<file path="src/logic/timer_pkg.sv">
package timer_pkg;

  localparam int unsigned ADDR_W = 8;
  localparam logic [ADDR_W-1:0] ADDR_CONTROL = 8'h10;
  localparam logic [ADDR_W-1:0] ADDR_COUNT_LOW = 8'h14;
  localparam logic [ADDR_W-1:0] ADDR_COUNT_HIGH = 8'h18;
  localparam logic [ADDR_W-1:0] ADDR_FLAGS = 8'h1c;
  localparam logic [ADDR_W-1:0] ADDR_ENABLES = 8'h20;

  localparam int unsigned BIT_TIMER_ON = 0;
  localparam int unsigned BIT_CLOCK_SOURCE = 1;
  localparam int unsigned BIT_SYNC_CONTROL = 2;
  localparam int unsigned BIT_CRYSTAL_ENABLE = 3;
  localparam int unsigned BIT_PRESCALE_LO = 4;
  localparam int unsigned BIT_PRESCALE_HI = 5;
  localparam int unsigned BIT_OVERFLOW = 0;

  localparam logic [7:0] CONTROL_RESET = 8'h00;
  localparam logic [7:0] CONTROL_WRITE_MASK = 8'h3f;
  localparam logic [15:0] COUNT_ALL_ONES = 16'hffff;
  localparam logic [15:0] COUNT_ZERO = 16'h0000;

  localparam int unsigned INSTR_DIV = 4;
  localparam int unsigned PRESCALE_W = 3;

  localparam logic [1:0] RESP_OKAY = 2'h0;
  localparam logic [1:0] RESP_SLVERR = 2'h2;

  // Prescale mask: 2**select - 1, so select 0 passes every edge.
  function automatic logic [PRESCALE_W-1:0] prescale_mask(input logic [1:0] sel);
    prescale_mask = PRESCALE_W'((1 << sel) - 1);
  endfunction : prescale_mask

endpackage : timer_pkg

</file>
<file path="src/logic/pin_sync.sv">
`timescale 1ns/10ps
`default_nettype none
module pin_sync #(
  parameter int unsigned W = 2
) (
  input wire logic sys_clk,
  input wire logic sys_rst,
  input wire logic clk_en,
  input wire logic [W-1:0] din,
  output logic [W-1:0] dout
);

  logic [W-1:0] meta_q;

  // The first stage feeds only the second stage.
  always_ff @(posedge sys_clk) begin
    if (sys_rst) begin
      meta_q <= '0;
      dout <= '0;
    end else if (clk_en) begin
      meta_q <= din;
      dout <= meta_q;
    end
  end

endmodule : pin_sync
`default_nettype wire

</file>
<file path="src/logic/ripple_prescaler.sv">
`timescale 1ns/10ps
`default_nettype none
module ripple_prescaler #(
  parameter int unsigned W = timer_pkg::PRESCALE_W
) (
  input wire logic sys_clk,
  input wire logic sys_rst,
  input wire logic clk_en,
  input wire logic clear,
  input wire logic edge_in,
  input wire logic [1:0] select,
  output logic tick
);

  logic [W-1:0] count_q;
  logic [W-1:0] mask;

  // Each stage toggles when all lower stages are set, as a ripple chain would.
  always_comb begin
    mask = timer_pkg::prescale_mask(select);
    tick = edge_in && ((count_q & mask) == mask);
  end

  always_ff @(posedge sys_clk) begin
    if (sys_rst || (clk_en && clear)) begin
      count_q <= '0;
    end else if (clk_en && edge_in) begin
      count_q <= count_q + W'(1);
    end
  end

endmodule : ripple_prescaler
`default_nettype wire

</file>
<file path="src/logic/sixteen_bit_timer_counter.sv">
//
// Contract
// 16-bit up-count in two software read/write bytes, wrapping from all ones to zero.
// Every wrap to zero sets the sticky overflow flag at flag bit zero.
// Overflow interrupt request only while overflow interrupt enable is set.
// Clock source select clear counts once per instruction cycle, core clock over four.
// Clock source select set counts rising external edges after the prescaler.
// Counting only while timer on is set; clearing it holds the value.
// A special event trigger input from compare units clears the count.
// Crystal enable forces both oscillator pins to inputs; port reads return zero.
// Sync control has no effect when the instruction clock is selected.
// Counter mode needs a falling edge after enabling before rising edges count.
// Counter clock comes from oscillator input pin if crystal enabled, else clock pin.
// Sync clear in counter mode synchronises the prescaler output to phase clocks.
// The prescaler is a ripple counter advanced by the selected clock input.
// Synchronised counter mode stops counting during sleep.
// Synchronised counter mode keeps the prescaler advancing during sleep.
// Prescale select 00, 01, 10, 11 divides by 1, 2, 4, 8.
// Sync set counts unsynchronised edges, runs in sleep, overflow can wake.
// Trigger reset never sets overflow; a same-cycle software count write wins. Code sets the flag if a trigger meets an increment from all ones.
// Count bytes are not cleared by any reset; only triggers clear them.
// Writing either count byte clears the prescaler.
//
// Added by the designer: the AXI4-Lite register port.
`timescale 1ns/10ps
`default_nettype none
module sixteen_bit_timer_counter (
  input wire logic sys_clk,
  input wire logic sys_rst,
  input wire logic clk_en,
  input wire logic sleep_mode,
  input wire logic special_event_trigger,
  input wire logic oscillator_input_pin_in,
  output logic oscillator_input_pin_out,
  output logic oscillator_input_pin_oe_n,
  input wire logic oscillator_output_clock_pin_in,
  output logic oscillator_output_clock_pin_out,
  output logic oscillator_output_clock_pin_oe_n,
  input wire logic [1:0] port_direction_bits,
  input wire logic [1:0] port_out_bits,
  output logic [1:0] port_read_bits,
  output logic overflow_irq,
  input wire logic [7:0] s_axi_awaddr,
  input wire logic [2:0] s_axi_awprot,
  input wire logic s_axi_awvalid,
  output logic s_axi_awready,
  input wire logic [31:0] s_axi_wdata,
  input wire logic [3:0] s_axi_wstrb,
  input wire logic s_axi_wvalid,
  output logic s_axi_wready,
  output logic [1:0] s_axi_bresp,
  output logic s_axi_bvalid,
  input wire logic s_axi_bready,
  input wire logic [7:0] s_axi_araddr,
  input wire logic [2:0] s_axi_arprot,
  input wire logic s_axi_arvalid,
  output logic s_axi_arready,
  output logic [31:0] s_axi_rdata,
  output logic [1:0] s_axi_rresp,
  output logic s_axi_rvalid,
  input wire logic s_axi_rready
);

  localparam int unsigned DIV_W = $clog2(timer_pkg::INSTR_DIV);

  logic [7:0] control_q, count_low_q, count_high_q;
  logic overflow_flag_q, overflow_interrupt_enable_q;
  logic [7:0] awaddr_q, wdata_q;
  logic wstrb0_q, aw_held_q, w_held_q;
  logic [DIV_W-1:0] instr_div_q;
  logic [1:0] pins_sync;
  logic clk_prev_q, armed_q, pending_q;

  logic timer_on, clock_source_select, sync_control, crystal_oscillator_enable;
  logic [1:0] prescale_select;
  logic instr_tick, ext_level, ext_rise, ext_fall, prescale_in, prescale_tick, count_inc, wrap;
  logic [15:0] count_now;
  logic wr_fire, wr_control, wr_low, wr_high, wr_flags, wr_enables, wr_hit, count_written;

  assign timer_on = control_q[timer_pkg::BIT_TIMER_ON];
  assign clock_source_select = control_q[timer_pkg::BIT_CLOCK_SOURCE];
  assign sync_control = control_q[timer_pkg::BIT_SYNC_CONTROL];
  assign crystal_oscillator_enable = control_q[timer_pkg::BIT_CRYSTAL_ENABLE];
  assign prescale_select = control_q[timer_pkg::BIT_PRESCALE_HI:timer_pkg::BIT_PRESCALE_LO];

  // Pins. Bit 0 is the clock-input pin, bit 1 the oscillator input pin.
  pin_sync #(.W(2)) u_pin_sync (
    .sys_clk(sys_clk),
    .sys_rst(sys_rst),
    .clk_en(clk_en),
    .din({oscillator_input_pin_in, oscillator_output_clock_pin_in}),
    .dout(pins_sync)
  );

  // A set direction bit means input, so the enable follows it directly.
  always_comb begin
    oscillator_output_clock_pin_out = port_out_bits[0];
    oscillator_input_pin_out = port_out_bits[1];
    if (crystal_oscillator_enable) begin
      oscillator_output_clock_pin_oe_n = 1'b1;
      oscillator_input_pin_oe_n = 1'b1;
    end else begin
      oscillator_output_clock_pin_oe_n = port_direction_bits[0];
      oscillator_input_pin_oe_n = port_direction_bits[1];
    end
  end

  always_ff @(posedge sys_clk) begin
    if (sys_rst) begin
      port_read_bits <= 2'h0;
    end else if (clk_en) begin
      port_read_bits <= crystal_oscillator_enable ? 2'h0 : pins_sync;
    end
  end

  // Clock selection, edge detection and prescaler.
  always_ff @(posedge sys_clk) begin
    if (sys_rst) begin
      instr_div_q <= '0;
    end else if (clk_en) begin
      instr_div_q <= instr_div_q + DIV_W'(1);
    end
  end

  // The core clock is gated in sleep, so the instruction clock stops there too.
  assign instr_tick = (instr_div_q == DIV_W'(timer_pkg::INSTR_DIV - 1)) && !sleep_mode;

  assign ext_level = crystal_oscillator_enable ? pins_sync[1] : pins_sync[0];

  always_ff @(posedge sys_clk) begin
    if (sys_rst) begin
      clk_prev_q <= 1'b0;
    end else if (clk_en) begin
      clk_prev_q <= ext_level;
    end
  end

  assign ext_rise = ext_level && !clk_prev_q;
  assign ext_fall = !ext_level && clk_prev_q;

  // Leaving counter mode or stopping re-arms the wait for a falling edge.
  always_ff @(posedge sys_clk) begin
    if (sys_rst) begin
      armed_q <= 1'b0;
    end else if (clk_en) begin
      if (!timer_on || !clock_source_select) begin
        armed_q <= 1'b0;
      end else if (ext_fall) begin
        armed_q <= 1'b1;
      end
    end
  end

  // The prescaler sees external edges even in sleep; only the sync stage stops.
  always_comb begin
    if (!timer_on) begin
      prescale_in = 1'b0;
    end else if (clock_source_select) begin
      prescale_in = ext_rise && armed_q;
    end else begin
      prescale_in = instr_tick;
    end
  end

  ripple_prescaler #(.W(timer_pkg::PRESCALE_W)) u_prescaler (
    .sys_clk(sys_clk),
    .sys_rst(sys_rst),
    .clk_en(clk_en),
    .clear(count_written),
    .edge_in(prescale_in),
    .select(prescale_select),
    .tick(prescale_tick)
  );

  // In synchronised counter mode a prescaler tick waits for the next phase
  // clock, so a count can land up to three cycles after its edge.
  always_ff @(posedge sys_clk) begin
    if (sys_rst) begin
      pending_q <= 1'b0;
    end else if (clk_en) begin
      if (!timer_on || !clock_source_select || sync_control || sleep_mode) begin
        pending_q <= 1'b0;
      end else if (instr_tick) begin
        pending_q <= 1'b0;
      end else if (prescale_tick) begin
        pending_q <= 1'b1;
      end
    end
  end

  always_comb begin
    if (!timer_on) begin
      count_inc = 1'b0;
    end else if (!clock_source_select) begin
      count_inc = prescale_tick;
    end else if (sync_control) begin
      count_inc = prescale_tick;
    end else begin
      count_inc = (pending_q || prescale_tick) && instr_tick && !sleep_mode;
    end
  end

  assign count_now = {count_high_q, count_low_q};
  assign wrap = count_inc && !count_written && (count_now == timer_pkg::COUNT_ALL_ONES);

  // AXI4-Lite write path. Address and data are taken in either order.
  assign s_axi_awready = !aw_held_q && !s_axi_bvalid;
  assign s_axi_wready = !w_held_q && !s_axi_bvalid;
  assign wr_fire = aw_held_q && w_held_q && !s_axi_bvalid;

  always_ff @(posedge sys_clk) begin
    if (sys_rst) begin
      aw_held_q <= 1'b0;
      w_held_q <= 1'b0;
      awaddr_q <= 8'h00;
      wdata_q <= 8'h00;
      wstrb0_q <= 1'b0;
    end else if (clk_en) begin
      if (s_axi_awvalid && s_axi_awready) begin
        aw_held_q <= 1'b1;
        awaddr_q <= s_axi_awaddr;
      end else if (wr_fire) begin
        aw_held_q <= 1'b0;
      end
      if (s_axi_wvalid && s_axi_wready) begin
        w_held_q <= 1'b1;
        wdata_q <= s_axi_wdata[7:0];
        wstrb0_q <= s_axi_wstrb[0];
      end else if (wr_fire) begin
        w_held_q <= 1'b0;
      end
    end
  end

  always_comb begin
    wr_control = 1'b0;
    wr_low = 1'b0;
    wr_high = 1'b0;
    wr_flags = 1'b0;
    wr_enables = 1'b0;
    wr_hit = 1'b1;
    if (awaddr_q == timer_pkg::ADDR_CONTROL) begin
      wr_control = wr_fire && wstrb0_q;
    end else if (awaddr_q == timer_pkg::ADDR_COUNT_LOW) begin
      wr_low = wr_fire && wstrb0_q;
    end else if (awaddr_q == timer_pkg::ADDR_COUNT_HIGH) begin
      wr_high = wr_fire && wstrb0_q;
    end else if (awaddr_q == timer_pkg::ADDR_FLAGS) begin
      wr_flags = wr_fire && wstrb0_q;
    end else if (awaddr_q == timer_pkg::ADDR_ENABLES) begin
      wr_enables = wr_fire && wstrb0_q;
    end else begin
      wr_hit = 1'b0;
    end
  end

  assign count_written = wr_low || wr_high;

  always_ff @(posedge sys_clk) begin
    if (sys_rst) begin
      s_axi_bvalid <= 1'b0;
      s_axi_bresp <= timer_pkg::RESP_OKAY;
    end else if (clk_en) begin
      if (wr_fire) begin
        s_axi_bvalid <= 1'b1;
        s_axi_bresp <= wr_hit ? timer_pkg::RESP_OKAY : timer_pkg::RESP_SLVERR;
      end else if (s_axi_bready) begin
        s_axi_bvalid <= 1'b0;
      end
    end
  end

  always_ff @(posedge sys_clk) begin
    if (sys_rst) begin
      control_q <= timer_pkg::CONTROL_RESET;
    end else if (clk_en && wr_control) begin
      control_q <= wdata_q & timer_pkg::CONTROL_WRITE_MASK;
    end
  end

  // The count has no reset, so it reads unknown until written or triggered.
  // A write updates only its own byte and suppresses that cycle's increment.
  always_ff @(posedge sys_clk) begin
    if (clk_en) begin
      if (count_written) begin
        if (wr_low) begin
          count_low_q <= wdata_q;
        end
        if (wr_high) begin
          count_high_q <= wdata_q;
        end
      end else if (special_event_trigger) begin
        {count_high_q, count_low_q} <= timer_pkg::COUNT_ZERO;
      end else if (count_inc) begin
        {count_high_q, count_low_q} <= count_now + 16'h0001;
      end
    end
  end

  // A wrap in the same cycle as a software clear still leaves the flag set.
  always_ff @(posedge sys_clk) begin
    if (sys_rst) begin
      overflow_flag_q <= 1'b0;
    end else if (clk_en) begin
      if (wrap) begin
        overflow_flag_q <= 1'b1;
      end else if (wr_flags) begin
        overflow_flag_q <= wdata_q[timer_pkg::BIT_OVERFLOW];
      end
    end
  end

  always_ff @(posedge sys_clk) begin
    if (sys_rst) begin
      overflow_interrupt_enable_q <= 1'b0;
    end else if (clk_en && wr_enables) begin
      overflow_interrupt_enable_q <= wdata_q[timer_pkg::BIT_OVERFLOW];
    end
  end

  // This request is what wakes the processor from sleep in unsynchronised mode.
  always_ff @(posedge sys_clk) begin
    if (sys_rst) begin
      overflow_irq <= 1'b0;
    end else if (clk_en) begin
      overflow_irq <= overflow_flag_q && overflow_interrupt_enable_q;
    end
  end

  assign s_axi_arready = !s_axi_rvalid;

  always_ff @(posedge sys_clk) begin
    if (sys_rst) begin
      s_axi_rvalid <= 1'b0;
      s_axi_rdata <= 32'h0000_0000;
      s_axi_rresp <= timer_pkg::RESP_OKAY;
    end else if (clk_en) begin
      if (s_axi_arvalid && s_axi_arready) begin
        s_axi_rvalid <= 1'b1;
        s_axi_rresp <= timer_pkg::RESP_OKAY;
        s_axi_rdata <= 32'h0000_0000;
        if (s_axi_araddr == timer_pkg::ADDR_CONTROL) begin
          s_axi_rdata[7:0] <= control_q;
        end else if (s_axi_araddr == timer_pkg::ADDR_COUNT_LOW) begin
          s_axi_rdata[7:0] <= count_low_q;
        end else if (s_axi_araddr == timer_pkg::ADDR_COUNT_HIGH) begin
          s_axi_rdata[7:0] <= count_high_q;
        end else if (s_axi_araddr == timer_pkg::ADDR_FLAGS) begin
          s_axi_rdata[timer_pkg::BIT_OVERFLOW] <= overflow_flag_q;
        end else if (s_axi_araddr == timer_pkg::ADDR_ENABLES) begin
          s_axi_rdata[timer_pkg::BIT_OVERFLOW] <= overflow_interrupt_enable_q;
        end else begin
          s_axi_rresp <= timer_pkg::RESP_SLVERR;
        end
      end else if (s_axi_rready) begin
        s_axi_rvalid <= 1'b0;
      end
    end
  end

endmodule : sixteen_bit_timer_counter
`default_nettype wire

</file>
<file path="config.mk">
export PLATFORM = sky130hd
export DESIGN_NAME = sixteen_bit_timer_counter
export DESIGN_NICKNAME = d
export VERILOG_FILES = /design/src/logic/timer_pkg.sv /design/src/logic/pin_sync.sv /design/src/logic/ripple_prescaler.sv /design/src/logic/sixteen_bit_timer_counter.sv
export SDC_FILE = /design/constraint.sdc
export NUM_CORES = 1
export LEC_CHECK = 0
export BUFFER_PORTS_ARGS = -buffer_cell sky130_fd_sc_hd__buf_2
export CAP_MARGIN = 0
export CELL_PAD_IN_SITES_DETAIL_PLACEMENT = 1
export CELL_PAD_IN_SITES_GLOBAL_PLACEMENT = 1
export CORE_MARGIN = 2
export CORE_UTILIZATION = 36
export CTS_CLUSTER_DIAMETER = 40
export CTS_CLUSTER_SIZE = 14
export DETAILED_ROUTE_END_ITERATION = 12
export HOLD_SLACK_MARGIN = 0.1
export PLACE_DENSITY_LB_ADDON = 0.1
export SLEW_MARGIN = 30
export SYNTH_ARGS = -nofsm -noshare
export SYNTH_HDL_FRONTEND = slang
export SYNTH_SLANG_ARGS = --single-unit
</file>
<file path="constraint.sdc">
create_clock -name sys_clk -period 2.85 [get_ports sys_clk]
set_input_delay 0.1425 -clock sys_clk [delete_from_list [all_inputs] [get_ports sys_clk]]
set_output_delay 0.1425 -clock sys_clk [all_outputs]
set_load 0.03 [all_outputs]
</file>
Word-level counts from Yosys, hierarchy flattened
Cells that the tools add are included.
W data, S select, Z words.

storage, ports and cells
  flip-flop bits (word level) = 72
  input port bits = 74
  output and inout port bits = 48
  logic and storage cells = 167

operators by class
  add/sub/neg operators = 4
  eq/ne operators = 15
  shift-type cells = 1
  muxes and demuxes = 63
  bitwise operators = 1
  reduce and logical (&&, ||, !) cells = 59

operator list
  kind                     number
  $mux W8                  10
  $eq A8 B5 Y1 const B     8
  $mux W1                  45
  $logic_and A1 B1 Y1      22
  $reduce_and A2 Y1        11
  $add A16 B1 Y16 const B  1
  $eq A16 B16 Y1 const B   1
  $eq A8 B6 Y1 const B     2
  $mux W2                  7
  $reduce_bool A2 Y1       6
  $logic_not A1 Y1         10
  $mux W7                  1
  $logic_or A1 B1 Y1       6
  $reduce_and A3 Y1        2
  $reduce_bool A3 Y1       2
  $ne A2 B2 Y1 const B     2
  $add A3 B1 Y3 const B    1
  $and A3 B3 Y3            1
  $eq A3 B3 Y1             1
  $shl A1 B2 Y3 const A    1
  $sub A3 B2 Y3 const B    1
  $add A2 B1 Y2 const B    1
  $eq A2 B2 Y1 const B     1

Longest topological paths before layout
  depth after elaboration = 16
  depth in mapped cells = 7
  gate-level depth less buffers = 6

Hierarchy
A second synthesis with hierarchy kept.

second synthesis, totals
  cell total of the unflattened synthesis = 419
  area total of the unflattened synthesis = 3,606.0 um^2

modules (own cells, without submodules)
  module                     instances  cells an instance  area each (um^2)  seq. area each (um^2)
  sixteen_bit_timer_counter  1          384                3,296.9           1,421.4
  ripple_prescaler           1          22                 168.9             60.1
  pin_sync                   1          13                 140.1             80.1

Least setup slack after synthesis
No wires, ideal clock.

  kind = flip-flop to flip-flop
  start point = register awaddr_q[6]
  end point = register count_low_q[0] (enable)
  library setup time = 0.374 ns
  arrival time = 1.717 ns
  slack = 0.760 ns
  stages on the path, launching flop included = 5
  clock period less this slack = 2.090 ns
  cells stage by stage = dfxtp_1 or4_4 nor4b_1 nor2b_1 o21ai_1

on the way
  longest elaborated chain between the ends = 7

RTL lines
  item                                                          line                              RTL
  from (decl)                                                   sixteen_bit_timer_counter.sv:68   logic [7:0] awaddr_q, wdata_q;
  from (signal assigned)                                        sixteen_bit_timer_counter.sv:221  awaddr_q <= s_axi_awaddr;
  $eq A8 B5 Y1                                                  sixteen_bit_timer_counter.sv:246  end else if (awaddr_q == timer_pkg::ADDR_COUNT_HIGH) begin
  $mux W1                                                       sixteen_bit_timer_counter.sv:246
  $mux W1                                                       sixteen_bit_timer_counter.sv:244  end else if (awaddr_q == timer_pkg::ADDR_COUNT_LOW) begin
  $mux W1                                                       sixteen_bit_timer_counter.sv:242  if (awaddr_q == timer_pkg::ADDR_CONTROL) begin
  $logic_or A1 B1 Y1                                            sixteen_bit_timer_counter.sv:257  assign count_written = wr_low || wr_high;
  $ne A2 B2 Y1 (no line) or $reduce_bool A3 Y1 (tied branches)  n/a
  $reduce_and A3 Y1 (no line) *                                 n/a
  to (signal assigned)                                          sixteen_bit_timer_counter.sv:287  count_low_q <= wdata_q;
  to (signal assigned)                                          sixteen_bit_timer_counter.sv:293  {count_high_q, count_low_q} <= timer_pkg::COUNT_ZERO;
  to (signal assigned)                                          sixteen_bit_timer_counter.sv:295  {count_high_q, count_low_q} <= count_now + 16'h0001;
  to (decl)                                                     sixteen_bit_timer_counter.sv:66   logic [7:0] control_q, count_low_q, count_high_q;

Mark *: on every way between the ends. The rest lies on a longest branch, timed or not.
A chain may end at the register's enable or synchronous reset.

Final worst setup path
  start point = register instr_div_q[0]
  end point = register count_low_q[7] (enable)

on the way
  longest elaborated chain between the ends = 13

RTL lines
  item                              line                              RTL
  from (decl)                       sixteen_bit_timer_counter.sv:70   logic [DIV_W-1:0] instr_div_q;
  from (signal assigned)            sixteen_bit_timer_counter.sv:121  instr_div_q <= instr_div_q + DIV_W'(1);
  $eq A2 B2 Y1 *                    sixteen_bit_timer_counter.sv:126  assign instr_tick = (instr_div_q == DIV_W'(timer_pkg::INSTR_DIV - 1)) && !sleep_mode;
  $logic_and A1 B1 Y1 *             sixteen_bit_timer_counter.sv:126
  $mux W1                           sixteen_bit_timer_counter.sv:158  end else if (clock_source_select) begin
  $mux W1                           sixteen_bit_timer_counter.sv:156  if (!timer_on) begin
  $logic_and A1 B1 Y1               ripple_prescaler.sv:21            tick = edge_in && ((count_q & mask) == mask);
  $logic_or A1 B1 Y1                sixteen_bit_timer_counter.sv:199  count_inc = (pending_q || prescale_tick) && instr_tick && !sleep_mode;
  $logic_and A1 B1 Y1 (2 in a row)  sixteen_bit_timer_counter.sv:199
  $mux W1                           sixteen_bit_timer_counter.sv:196  end else if (sync_control) begin
  $mux W1 *                         sixteen_bit_timer_counter.sv:194  end else if (!clock_source_select) begin
  $mux W1 *                         sixteen_bit_timer_counter.sv:192  if (!timer_on) begin
  $reduce_bool A3 Y1 (no line) *    n/a
  $reduce_and A3 Y1 (no line) *     n/a

Marks and branches as above.

==> out/metrics.json <==
{
  "crit_path_end_kind": "register",
  "grt_setup_unrepaired": "no",
  "fp.dieArea_mm2": 0.0107,
  "cts_repair_resize_count": 0,
  "ctsLongestPathBuffers": 2,
  "synth_ff_type": "sky130_fd_sc_hd__dfxtp_1",
  "synth_area_per_cell_um2": 8.57,
  "portion_of_netlist_area_occupied_by_mux_cells_pct": 5.35,
  "tritoncts.num_buffers": 9,
  "top_signal_layer_used": "met4",
  "hpwl_mm": 6.63,
  "cts_tree": "done",
  "netlist.top_cell.by_area": "sky130_fd_sc_hd__dfxtp_1",
  "run_status": "completed",
  "slew_at_the_pin_closest_to_its_max_slew_limit_ns": 0.561,
  "synthesized_area_fraction_occupied_by_and_or_nand_nor_cells_pct": 22.5,
  "grtUsageTotal_pct": 18.5,
  "clkSinkCount": 70,
  "final.setup_skew_ns": 0.0146,
  "boundaryPins": 122,
  "yosys-top-cells-area": "sky130_fd_sc_hd__dfxtp_1, sky130_fd_sc_hd__edfxtp_1, sky130_fd_sc_hd__nand2_1, sky130_fd_sc_hd__buf_4, sky130_fd_sc_hd__mux2i_1",
  "synthCells": 415,
  "core-area_mm2": 0.00968,
  "area_growth_syn_to_layout_pct": 18.5,
  "clkLatencyLatePin_ns": 0.35,
  "switching_share_pct": 29.1,
  "antenna_left": 0,
  "p_leak_uw": 0.00170,
  "postSynth.asyncResetShare_pct": 0,
  "final-max-slew-violation-count": 0,
  "crit_arrival_ns": 2.39,
  "timing.final.crit_share_pct": 81.9,
  "synth_xor_area_share_pct": 4.43,
  "final.hold.worst_slack_ns": 0.141,
  "clockPowerShare_pct": 34.0,
  "required_worst_endpoint_ns": 2.90,
  "crit_path_start_kind": "register",
  "synth_edf_count": 16,
  "synthDistinctLibCells": 50,
  "antenna_cells_inserted": 0,
  "post_cts_setup_buffer_count": 0,
  "detailed_place.area_mm2": 0.00383,
  "grt_first_pass_wirelength_mm": 15.2,
  "cts_root_buf": "sky130_fd_sc_hd__clkbuf_8",
  "totalNegativeSetupSlack_ns": 0,
  "drt-vias-per-instance": 4.91,
  "drt_first_iter_violations": 97,
  "slew_headroom_pct": 62.6,
  "die_width_um": 103,
  "placement_rows": 36,
  "drt_drc_violations_left": 0,
  "cp_max_fo": 8,
  "route.detailed.wl_per_inst_um": 14.7,
  "hp-class": "in2reg",
  "design_area_final_mm2": 0.00421,
  "antenna_found_initial": 0,
  "fmax_mhz": 428,
  "p_int_uw": 1470,
  "cell_area_after_technology_mapping_mm2": 0.00356,
  "seqPwrFrac_pct": 52.8,
  "count_leader_synth": "sky130_fd_sc_hd__nand2_1",
  "cap_violations": 0,
  "comb_power_share_pct": 13.2,
  "timing.final.setup_violations": 0,
  "final_hold_viols": 0,
  "grt_max_degree": 54,
  "synthAdderAreaFrac_pct": 1.06,
  "ys_seq_elements": 70,
  "initial_core_util_pct": 36.7,
  "die_y_um": 103,
  "route.met2.wl_mm": 4.26,
  "yosysSeqAreaShare_pct": 43.9,
  "drt-total-wl_mm": 9.13,
  "clk_pin_slew_ns": 0.08,
  "largest_family_of_logic_cells_by_synthesized_area": "simple AND/OR/NAND/NOR gates",
  "total_switching_power_uw": 601,
  "first_global_vias": 3053,
  "place_congestion": 0.778,
  "wl_met3_um": 386,
  "commonest_cells_in_the_synthesized_netlist": "sky130_fd_sc_hd__nand2_1, sky130_fd_sc_hd__dfxtp_1, sky130_fd_sc_hd__nor2_1, sky130_fd_sc_hd__a21oi_1, sky130_fd_sc_hd__buf_4",
  "finalNetCount": 562,
  "post-synth-top-area-fraction_pct": 30.4,
  "powerDensity_mw_per_mm2": 491,
  "drt-pass1-iter-count": 4,
  "grt_overflow_total": 0,
  "power.ir.vdd_worst_uv": 206,
  "timing.final.crit_period_ns": 2.33,
  "path_class": "reg2reg",
  "drive_gt1_share_pct": 16.9,
  "ys_warn_count": 0,
  "clock_tree.htree_level_count": 3,
  "wirelength_met1_mm": 4.33,
  "post_synthesis_compound_gate_area_fraction_pct": 13.4,
  "utilization_pct": 43.5,
  "quantity_of_i_o_buffers_inserted_on_ports": 58,
  "num_vias": 3058
}
==> repair_timing <==
item,in CTS,in global routing
endpoints found under the setup margin,0,0
endpoints found under the hold margin,21,0
hold buffers,21,0
==> critical path: stages (launching register included) <==
cell                       delay, ns
sky130_fd_sc_hd__dfxtp_1        0.36
sky130_fd_sc_hd__ha_1           0.22
sky130_fd_sc_hd__nand3b_1       0.13
sky130_fd_sc_hd__o22ai_1        0.43
sky130_fd_sc_hd__a311oi_1       0.27
sky130_fd_sc_hd__a311o_1        0.36
sky130_fd_sc_hd__o21ai_1        0.09
sky130_fd_sc_hd__buf_4          0.19
==> final timing paths <==
kind	start	to	slack, ns	cells after the start
hold / removal	sleep_mode	pending_q$_SDFFE_PP0P_	0.14	3
setup / recovery	instr_div_q[0]$_SDFFE_PP0P_	count_low_q[7]$_DFFE_PP_	0.52	7
hold reg to reg	s_axi_rresp[1]$_SDFFE_PP0P_	s_axi_rresp[1]$_SDFFE_PP0P_	0.46	2
setup reg to reg	instr_div_q[0]$_SDFFE_PP0P_	count_low_q[7]$_DFFE_PP_	0.52	7
==> final cells by class <==
| type | count | area (um^2) |
|---|---|---|
| Fill cell | 1182 | 5470 |
| Multi-Input combinational cell | 314 | 1760 |
| Sequential cell | 70 | 1560 |
| Timing Repair Buffer | 83 | 533 |
| Tap cell | 133 | 166 |
| Clock buffer | 10 | 128 |
| Clock inverter | 6 | 38.8 |
| Inverter | 7 | 26.3 |
==> routing by layer <==
layer,GRT usage (%),vias up
met5,0,-
met4,6.17,0
met3,3.63,15
met2,30.3,76
met1,24.4,1438
li1,-,1529
==> layout by cell type (no fill, tap or decap), drive strengths merged, types with 2 or more instances in the layout <==
cell type / netlist / layout
a211oi: 2 / 2
a21oi: 31 / 31
conb: 1 / 26
a31oi: 3 / 3
xor2: 9 / 9
nor3: 7 / 7
nand3: 13 / 13
nor4: 3 / 3
nand3b: 4 / 4
inv: 7 / 7
dfxtp: 54 / 54
a311oi: 2 / 2
nor4b: 2 / 2
o21ai: 23 / 23
o211ai: 2 / 2
edfxtp: 16 / 16
clkinv: 0 / 5
nor2b: 7 / 7
ha: 3 / 3
nand2: 68 / 68
dlygate4sd3: 0 / 21
and3: 4 / 4
xnor2: 9 / 9
mux2i: 19 / 19
o22ai: 3 / 3
a21o: 2 / 2
clkbuf: 16 / 10
nand4b: 2 / 2
or2: 4 / 4
nand2b: 2 / 2
or4: 3 / 3
and3b: 2 / 2
buf: 33 / 62
a22oi: 7 / 7
nor2: 40 / 40
nand4: 5 / 5
==> sequential cells by signal (all words and copies together) (netlist names), 2 cells and up <==
register / flops
awaddr_q: 8
control_q: 6
count_high_q: 8
count_low_q: 8
instr_div_q: 2
port_read_bits: 2
s_axi_rdata: 8
u_pin_sync.dout: 2
u_pin_sync.meta_q: 2
u_prescaler.count_q: 3
wdata_q: 8
==> power groups by stage <==
stage / logic, uW / clock network, uW / registers, uW
after CTS: 274 / 718 / 1090
after global routing: 308 / 759 / 1100
after global placement: 247 / 0 / 1110
after floorplan: 216 / 0 / 1110
final: 273 / 703 / 1090
after detailed placement: 252 / 0 / 1110
==> metrics by stage <==
stage	cells	total power, uW	setup WS (ns)
CTS	623	2080	0.520
floorplan	440	1320	0.760
finish	623	2070	0.515
global placement	586	1360	0.630
global route	623	2160	0.299
detailed placement	586	1370	0.592
==> cell families (layout without fill, tap and decap cells) <==
kind of cell             count (synthesis)  after routing
AND/OR/NAND/NOR                        167            167
AO/OA/AOI/OAI                           81             81
flip-flops                              70             70
buffers and inverters                   56            106
multiplexers                            19             19
XOR/XNOR                                18             18
adder cells (fa/ha/maj)                  3              3
other                                    1             26
Note: power is estimated with default switching activity, not from simulation.
